===== src/usart_sync_tx_pkg.sv =====
package usart_sync_tx_pkg;

	// register indices; the byte address is four times the index
	localparam logic [7:0]  IDX_IRQ_FLAGS   = 8'h0c;
	localparam logic [7:0]  IDX_RX_STATUS   = 8'h18;
	localparam logic [7:0]  IDX_TX_BUFFER   = 8'h19;
	localparam logic [7:0]  IDX_RX_BUFFER   = 8'h1a;
	localparam logic [7:0]  IDX_IRQ_ENABLES = 8'h8c;
	localparam logic [7:0]  IDX_TX_STATUS   = 8'h98;
	localparam logic [7:0]  IDX_BAUD_DIV    = 8'h99;
	localparam int          ADDR_WIDTH      = 12;

	// transmit_status_control fields
	localparam int          TXS_CLOCK_SOURCE_MASTER   = 7;
	localparam int          TXS_TX9    = 6;
	localparam int          TXS_TRANSMIT_ENABLE   = 5;
	localparam int          TXS_SYNC   = 4;
	localparam int          TXS_RSVD   = 3;
	localparam int          TXS_BRGH   = 2;
	localparam int          TXS_SHIFTER_EMPTY   = 1;
	localparam int          TXS_NINTH_TRANSMIT_BIT   = 0;
	// receive_status_control fields
	localparam int          RCS_PORT_ENABLE   = 7;
	localparam int          RCS_RX9    = 6;
	localparam int          RCS_SINGLE_RECEIVE_ENABLE   = 5;
	localparam int          RCS_CONTINUOUS_RECEIVE_ENABLE   = 4;
	localparam int          RCS_RSVD   = 3;
	// flag and enable position of the transmit event
	localparam int          IRQ_TX_BIT = 4;

	// reset values
	localparam logic [7:0]  RST_IRQ_FLAGS   = 8'h00;
	localparam logic [7:0]  RST_RX_STATUS   = 8'h00;
	localparam logic [7:0]  RST_TX_BUFFER   = 8'h00;
	localparam logic [7:0]  RST_RX_BUFFER   = 8'h00;
	localparam logic [7:0]  RST_IRQ_ENABLES = 8'h00;
	localparam logic [7:0]  RST_TX_STATUS   = 8'h02;
	localparam logic [7:0]  RST_BAUD_DIV    = 8'h00;

	// word lengths in bits
	localparam logic [3:0]  BITS_SHORT = 4'h8;
	localparam logic [3:0]  BITS_LONG  = 4'h9;

	// buffer to shifter move takes one instruction cycle
	localparam int          TRANSFER_CYCLES = 1;

endpackage

===== src/usart_sync_tx.sv =====
`timescale 1ns/1ps
`default_nettype none

// How it works
// - half duplex: transmit and receive exclude
// - sync select bit enables synchronous operation
// - port enable assigns clock and data pins
// - clock source bit drives shift clock out
// - reload shifter only after last bit
// - buffer to shifter move sets empty flag
// - empty flag hardware only, cleared by write
// - interrupt gated by transmit interrupt enable
// - read-only shifter empty status, no interrupt
// - transmit enable, but shift only when loaded
// - drive on rising, stable at falling edge
// - baud generator held off without enables
// - write to empty shifter passes straight through
// - clearing transmit enable aborts, pins float
// - receive enable pauses transmit, data floats
// - single receive done clears enable, resumes
// - nine-bit mode, ninth bit from status
// - ninth bit sampled at shifter load
// - bit three of status registers reads zero
// - master only with clock source and sync
module usart_sync_tx
	import usart_sync_tx_pkg::*;
(
	input  wire logic                  pclk,          // bus clock
	input  wire logic                  presetn,       // async reset
	input  wire logic                  psel,          // apb select
	input  wire logic                  penable,       // apb enable
	input  wire logic                  pwrite,        // apb direction
	input  wire logic [ADDR_WIDTH-1:0] paddr,         // apb address
	input  wire logic [31:0]           pwdata,        // apb write data
	output logic      [31:0]           prdata,        // apb read data
	output logic                       pready,        // apb ready
	output logic                       pslverr,       // apb error
	output logic                       shift_clock_o, // clock line out
	output logic                       shift_clock_oe,// clock line drive
	input  wire logic                  serial_data_i, // data line in
	output logic                       serial_data_o, // data line out
	output logic                       serial_data_oe,// data line drive
	output logic                       tx_irq         // transmit request
);

	////////////////////////////////////////////////////////////////////
	typedef struct packed {
		logic        pready;
		logic        pslverr;
		logic [31:0] prdata;
		logic [7:0]  flags;
		logic        transmit_buffer_empty_flag;
		logic [7:0]  irq_en;
		logic        port_enable;
		logic        rx9;
		logic        single_receive_enable;
		logic        continuous_receive_enable;
		logic        clock_source_master;
		logic        tx9;
		logic        transmit_enable;
		logic        sync;
		logic        brgh;
		logic        ninth_transmit_bit;
		logic [7:0]  baud_div;
		logic [7:0]  txbuf;
		logic        buf_full;
		logic [8:0]  transmit_shifter;
		logic [3:0]  tx_left;
		logic        shifter_empty;
		logic [7:0]  baud_cnt;
		logic        sck;
		logic [8:0]  rx_sh;
		logic [3:0]  rx_left;
		logic [7:0]  rxbuf;
		logic        din_meta;
		logic        din_sync;
		logic        ck_oe;
		logic        dt_out;
		logic        dt_oe;
		logic        irq;
	} state_type;

	state_type cur;
	state_type next_state;

	////////////////////////////////////////////////////////////////////
	function automatic logic [ADDR_WIDTH-1:0] addr_of(logic [7:0] idx);
		return ADDR_WIDTH'({idx, 2'b00});
	endfunction

	function automatic logic [3:0] word_bits(logic nine);
		return nine ? BITS_LONG : BITS_SHORT;
	endfunction

	logic       hit_flags;
	logic       hit_rxs;
	logic       hit_txb;
	logic       hit_rxb;
	logic       hit_ien;
	logic       hit_txs;
	logic       hit_baud;
	logic       mapped;
	logic       commit;
	logic       wr_txb;
	logic       master;
	logic       rx_active;
	logic       tx_path;
	logic       baud_run;
	logic       tick;
	logic       rise;
	logic       fall;
	logic       load_idle;
	logic       load_b2b;
	logic [7:0] txs_read;
	logic [7:0] rxs_read;
	logic [7:0] rd_byte;

	assign hit_flags = paddr == addr_of(IDX_IRQ_FLAGS);
	assign hit_rxs   = paddr == addr_of(IDX_RX_STATUS);
	assign hit_txb   = paddr == addr_of(IDX_TX_BUFFER);
	assign hit_rxb   = paddr == addr_of(IDX_RX_BUFFER);
	assign hit_ien   = paddr == addr_of(IDX_IRQ_ENABLES);
	assign hit_txs   = paddr == addr_of(IDX_TX_STATUS);
	assign hit_baud  = paddr == addr_of(IDX_BAUD_DIV);
	assign mapped    = hit_flags | hit_rxs | hit_txb | hit_rxb | hit_ien
		| hit_txs | hit_baud;
	// writes land only on the edge that sees pready high
	assign commit    = psel & penable & cur.pready & pwrite & mapped;
	assign wr_txb    = commit & hit_txb;

	assign master    = cur.port_enable & cur.sync & cur.clock_source_master;
	assign rx_active = master & (cur.single_receive_enable | cur.continuous_receive_enable);
	assign tx_path   = master & cur.transmit_enable & ~rx_active;
	// generator runs only with an enable set
	assign baud_run  = master & (cur.transmit_enable | cur.single_receive_enable | cur.continuous_receive_enable);
	assign tick      = baud_run & (cur.baud_cnt == 8'h00)
		& (cur.sck | rx_active | (tx_path & (cur.tx_left != 4'h0)));
	assign rise      = tick & ~cur.sck;
	assign fall      = tick & cur.sck;
	// idle shifter takes the buffer at once
	assign load_idle = tx_path & cur.shifter_empty & cur.buf_full;
	// reload only after the last bit period ends
	assign load_b2b  = tx_path & fall & ~cur.shifter_empty
		& (cur.tx_left == 4'h0) & cur.buf_full;

	always_comb begin
		txs_read = {cur.clock_source_master, cur.tx9, cur.transmit_enable, cur.sync, 1'b0,
			cur.brgh, cur.shifter_empty, cur.ninth_transmit_bit};
		rxs_read = {cur.port_enable, cur.rx9, cur.single_receive_enable, cur.continuous_receive_enable,
			4'h0};
		rd_byte  = 8'h00;
		if (hit_flags) begin
			rd_byte = cur.flags;
			rd_byte[IRQ_TX_BIT] = cur.transmit_buffer_empty_flag;
		end
		if (hit_rxs)
			rd_byte = rxs_read;
		if (hit_txb)
			rd_byte = cur.txbuf;
		if (hit_rxb)
			rd_byte = cur.rxbuf;
		if (hit_ien)
			rd_byte = cur.irq_en;
		if (hit_txs)
			rd_byte = txs_read;
		if (hit_baud)
			rd_byte = cur.baud_div;
	end

	////////////////////////////////////////////////////////////////////
	always_comb begin
		next_state = cur;

		// apb: one wait cycle, then registered answer
		next_state.pready = psel & penable & ~cur.pready;
		if (psel & penable & ~cur.pready) begin
			next_state.prdata  = {24'h000000, rd_byte};
			next_state.pslverr = ~mapped;
		end

		next_state.din_meta = serial_data_i;
		next_state.din_sync = cur.din_meta;

		// baud generator, half clock period is divisor plus one
		if (!baud_run) begin
			next_state.baud_cnt = 8'h00;
			next_state.sck      = 1'b0;
		end else if (cur.baud_cnt != 8'h00) begin
			next_state.baud_cnt = cur.baud_cnt - 8'h01;
		end else if (tick) begin
			next_state.baud_cnt = cur.baud_div;
			next_state.sck      = ~cur.sck;
		end

		// new bit on rising edge, lsb first
		if (tx_path & rise & (cur.tx_left != 4'h0)) begin
			next_state.dt_out  = cur.transmit_shifter[0];
			next_state.transmit_shifter     = {1'b0, cur.transmit_shifter[8:1]};
			next_state.tx_left = cur.tx_left - 4'h1;
		end
		if (tx_path & fall & (cur.tx_left == 4'h0) & ~cur.buf_full)
			next_state.shifter_empty = 1'b1;

		if (load_idle | load_b2b) begin
			next_state.transmit_shifter           = {cur.ninth_transmit_bit, cur.txbuf};
			next_state.tx_left       = word_bits(cur.tx9);
			next_state.shifter_empty = 1'b0;
			next_state.buf_full      = 1'b0;
		end

		// single receive clocks one word then ends
		if (rx_active & rise & (cur.rx_left == 4'h0))
			next_state.rx_left = word_bits(cur.rx9);
		if (rx_active & fall & (cur.rx_left != 4'h0)) begin
			next_state.rx_sh   = {cur.din_sync, cur.rx_sh[8:1]};
			next_state.rx_left = cur.rx_left - 4'h1;
			if (cur.rx_left == 4'h1) begin
				next_state.rxbuf = cur.rx9 ? cur.rx_sh[8:1]
					: {cur.din_sync, cur.rx_sh[8:2]};
				if (!cur.continuous_receive_enable)
					next_state.single_receive_enable = 1'b0;
			end
		end
		if (!rx_active)
			next_state.rx_left = 4'h0;

		// clearing the enable resets the transmitter
		if (!cur.transmit_enable) begin
			next_state.tx_left       = 4'h0;
			next_state.shifter_empty = 1'b1;
		end

		// register writes; a software set beats the hardware clear
		if (commit & hit_flags)
			next_state.flags = pwdata[7:0];
		if (commit & hit_rxs) begin
			next_state.port_enable = pwdata[RCS_PORT_ENABLE];
			next_state.rx9         = pwdata[RCS_RX9];
			next_state.single_receive_enable        = pwdata[RCS_SINGLE_RECEIVE_ENABLE];
			next_state.continuous_receive_enable        = pwdata[RCS_CONTINUOUS_RECEIVE_ENABLE];
		end
		if (commit & hit_ien)
			next_state.irq_en = pwdata[7:0];
		if (commit & hit_txs) begin
			next_state.clock_source_master = pwdata[TXS_CLOCK_SOURCE_MASTER];
			next_state.tx9  = pwdata[TXS_TX9];
			next_state.transmit_enable = pwdata[TXS_TRANSMIT_ENABLE];
			next_state.sync = pwdata[TXS_SYNC];
			next_state.brgh = pwdata[TXS_BRGH];
			next_state.ninth_transmit_bit = pwdata[TXS_NINTH_TRANSMIT_BIT];
		end
		if (commit & hit_baud)
			next_state.baud_div = pwdata[7:0];
		if (wr_txb) begin
			next_state.txbuf    = pwdata[7:0];
			next_state.buf_full = 1'b1;
		end

		// flag cleared by buffer write, set wins
		if (wr_txb)
			next_state.transmit_buffer_empty_flag = 1'b0;
		// setting the enable with the buffer empty raises the flag; a later write still clears it
		if (load_idle | load_b2b
			| (commit & hit_txs & pwdata[TXS_TRANSMIT_ENABLE] & ~cur.buf_full))
			next_state.transmit_buffer_empty_flag = 1'b1;

		next_state.irq = next_state.transmit_buffer_empty_flag & cur.irq_en[IRQ_TX_BIT];

		next_state.ck_oe = baud_run;
		next_state.dt_oe = tx_path;
	end

	always_ff @(posedge pclk or negedge presetn) begin
		if (!presetn) begin
			cur               <= '0;
			cur.flags         <= RST_IRQ_FLAGS;
			cur.irq_en        <= RST_IRQ_ENABLES;
			cur.port_enable   <= RST_RX_STATUS[RCS_PORT_ENABLE];
			cur.txbuf         <= RST_TX_BUFFER;
			cur.rxbuf         <= RST_RX_BUFFER;
			cur.baud_div      <= RST_BAUD_DIV;
			cur.shifter_empty <= RST_TX_STATUS[TXS_SHIFTER_EMPTY];
		end else begin
			cur <= next_state;
		end
	end

	assign prdata         = cur.prdata;
	assign pready         = cur.pready;
	assign pslverr        = cur.pslverr;
	assign shift_clock_o  = cur.sck;
	assign shift_clock_oe = cur.ck_oe;
	assign serial_data_o  = cur.dt_out;
	assign serial_data_oe = cur.dt_oe;
	assign tx_irq         = cur.irq;
endmodule

`default_nettype wire


===== config.mk =====
export PLATFORM = sky130hd
export DESIGN_NAME = usart_sync_tx
export DESIGN_NICKNAME = d
export VERILOG_FILES = /design/src/usart_sync_tx_pkg.sv /design/src/usart_sync_tx.sv
export SDC_FILE = /design/constraint.sdc
export NUM_CORES = 1
export LEC_CHECK = 0
export ABC_AREA = 0
export BUFFER_PORTS_ARGS = -buffer_cell sky130_fd_sc_hd__clkbuf_2
export CORE_MARGIN = 3
export CORE_UTILIZATION = 35
export CTS_CLUSTER_SIZE = 40
export DETAILED_ROUTE_END_ITERATION = 7
export GPL_TIMING_DRIVEN = 0
export PLACE_DENSITY = 0.58
export SLEW_MARGIN = 20
export SYNTH_ARGS = -nofsm -noshare
export SYNTH_HDL_FRONTEND = slang
export SYNTH_SLANG_ARGS = --single-unit

===== constraint.sdc =====
create_clock -name pclk -period 3.35 [get_ports pclk]
set_input_delay 0 -clock pclk [delete_from_list [all_inputs] [get_ports pclk]]
set_output_delay 0 -clock pclk [all_outputs]
set_load 0.02 [all_outputs]

==> metrics.txt <==
Arr. time, crit path=3050 ps; synth warn=0; Placeable Area=0.0149 mm^2; post-layout min period=approximately 2800 ps; synth unique cells=68; Die H=131 um; gr usage total=between 10% and 20%; Synth top area share=46.4%; DR DRC count=0; register area share after synthesis=46.9%; Setup CP Type=flop to flop; setup TNS=0 ps; Layout Skew=5.32 ps; Fin. Hold Viols=0; worst min-delay path category=primary input to flop; Final ANT Viol Nets=0; RePlAce Congestion=0.834; # rows=44; Die W=between 100 and 150 um; Max Clock Freq=0.351 GHz; first-pass GRT wire length=21.3 mm; total gr overflow=0; Final nets=659; Area after DPL=0.00600 mm^2; status=finished clean; PnR worst setup slack=501 ps; Hold Path Depth=3; Synth Area in Compound Gates=a little over an eighth; Vias/cell=about 5.3; IO Pins=a little under 90; Post-Syn Instances=521; vias=4,193; Worst R2R Setup Slack=500 ps; largest register by flop count=cur; most frequent cells in the layout=dfrtp_1, mux2_2, o21ai_0; power consumption=2430 uW; CTS tree=done; Pleak=0.00300 uW; max reg flops=87; Synth area leader=dfrtp_1; Critical Path Start Type=flop; clock sinks=102; Syn-to-layout area delta=17.0%; Max Cap Viol=0; top_reg_cell synth=dfrtp_1; RR Startpoint=cur[28]; mean post-synth cell area=10.5 um^2; initial antenna violation count=0; initial detailed-routing violation count=between 200 and 250; Peak VDD IR=0.288 mV; Synth Area in XOR/XNOR=0.643%; Min-Delay Startpoint=pwdata[5]; Max Root-Sink Buffers=2; clk slew on worst S/H paths=70 ps; commonest non-fill, non-tap cell in the layout=dfrtp_1; antenna cell count=0; largest net degree at the start of global routing=64; main combinational cell family by area after synthesis=simple AND/OR/NAND/NOR gates; Worst EP required=~3600 ps; design area=0.00637 mm^2; Slew @ Worst Pin=785 ps; number of CTS-inserted buffers=9; mux contribution to synthesized area=between 10 and 15%; Initial DRT Pass Iterations=4; starting density of the core=36.7%; Worst-Skew Late Latency=350 ps; port bufs=39; Synth Register Bits=102; CP Capture Type=flop; ratio of cells with drive above 1 in the final layout=a little over a quarter; Worst Path Max Fanout=10; Routed WL=around 13 mm; fraction of registers with async set/reset=100%; worst slack, placed=between 500 and 600 ps; top cells by area, synth=dfrtp_1, mux2_2, buf_4; Fin Hold WS=16.6 ps; Final Max Slew Viols=0; Pwr per Cell Area=381 mW/mm^2; Die ar.=0.0171 mm^2; Avg WL per Cell=16.6 um; RSZ-0062 raised after global routing=no; Reg-to-Reg End=cur[50]; # Post-CTS Setup Buffers=0; H-tree depth=3; detailed placer's ending HPWL=10.1 mm; Synth Area in Simple Gates=16.2%; max_slew headroom=between 40% and 50%; clk root buf=clkbuf_16; R2R depth=7; Final Cycle Share=85.0%; vias in the first global route=4,051; # setup viols final=0; post-synthesis cell area=0.00545 mm^2; adder-cell share of the synthesized area=1.38%; EDFF count, synth=0; Hold Crit Endpoint=cur[70]
==> report_power, final <==
part	total [uW]	internal, uW	switching [uW]
Combinational	146	51.9	94.5
Clock	1050	581	469
Sequential	1230	1230	1.21
==> kinds of logic after synthesis <==
| family | count (synthesis) |
|---|---|
| and+or+nand+nor | 153 |
| other | 1 |
| adders and majority gates | 6 |
| DFF | 102 |
| buffers and inverters | 69 |
| muxes | 71 |
| xor gates and xnor gates | 4 |
| AOI/OAI and AO/OA | 115 |
==> Yosys cell counts (6+ instances only) <==
cell and instances:
inv_1 13, nor3b_1 6, nor2_1 36, ha_1 6, buf_2 6, nand4_1 6, nand2_1 38, clkbuf_1 14
mux2_2 47, dfrtp_1 101, a211oi_1 8, nand3_1 6, o21ai_0 44, nor4_1 6, mux2i_1 24, buf_4 34
a21oi_1 23, nor3_1 13, and3_1 7
==> critical path: stages, from the launching register on <==
cell       delay [ps]
dfrtp_1           430
inv_1             160
ha_1              180
nor3b_1           500
nand4_1           340
o2bb2ai_1         580
clkbuf_1          390
o21ai_0           130
==> layer usage <==
metal | vias up | global-route usage [%] | wire [um]
met5 | - | 0 | 0
met4 | 0 | 5.20 | 221
met3 | 16 | 2.60 | 586
met2 | 102 | 25.6 | 6280
met1 | 2057 | 22.3 | 6070
li1 | 2018 | - | -
==> area by class of cell <==
| cell class | instances | area (um^2) |
|---|---|---|
| Buffer | 56 | 354 |
| Clock inverter | 6 | 72.6 |
| Clock buffer | 9 | 225 |
| Timing Repair Buffer | 48 | 312 |
| Tap cell | 184 | 230 |
| Sequential cell | 102 | 2550 |
| Inverter | 13 | 48.8 |
| Multi-Input combinational cell | 373 | 2580 |
| Fill cell | 1494 | 8490 |
==> worst max-delay path by stage <==
stage | startpoint | end | depth (start not counted)
3_5_place_dp | cur[28] | cur[42] | 8
3_3_place_gp | cur[28] | cur[50] | 7
2_1_floorplan | cur[28] | serial_data_o | 7
5_1_grt | cur[28] | cur[46] | 8
6_report | cur[28] | cur[50] | 7
4_1_cts | cur[28] | cur[48] | 7
==> what timing repair did <==
| action | 4_1_cts | 5_1_grt |
|---|---|---|
| hold buffers | 8 | 0 |
| hold endpoints to repair | 125 | 0 |
| gates resized for setup | 0 | 0 |
==> stage by stage <==
step | instances | util, %
final | 791 | 42.9
after global routing | 791 | 42.9
after CTS | 791 | 42.9
after detailed placement | 768 | 40.3
after global placement | 767 | 40.1
after floorplan | 544 | -
No activity file was read; power rests on OpenSTA's default activity.
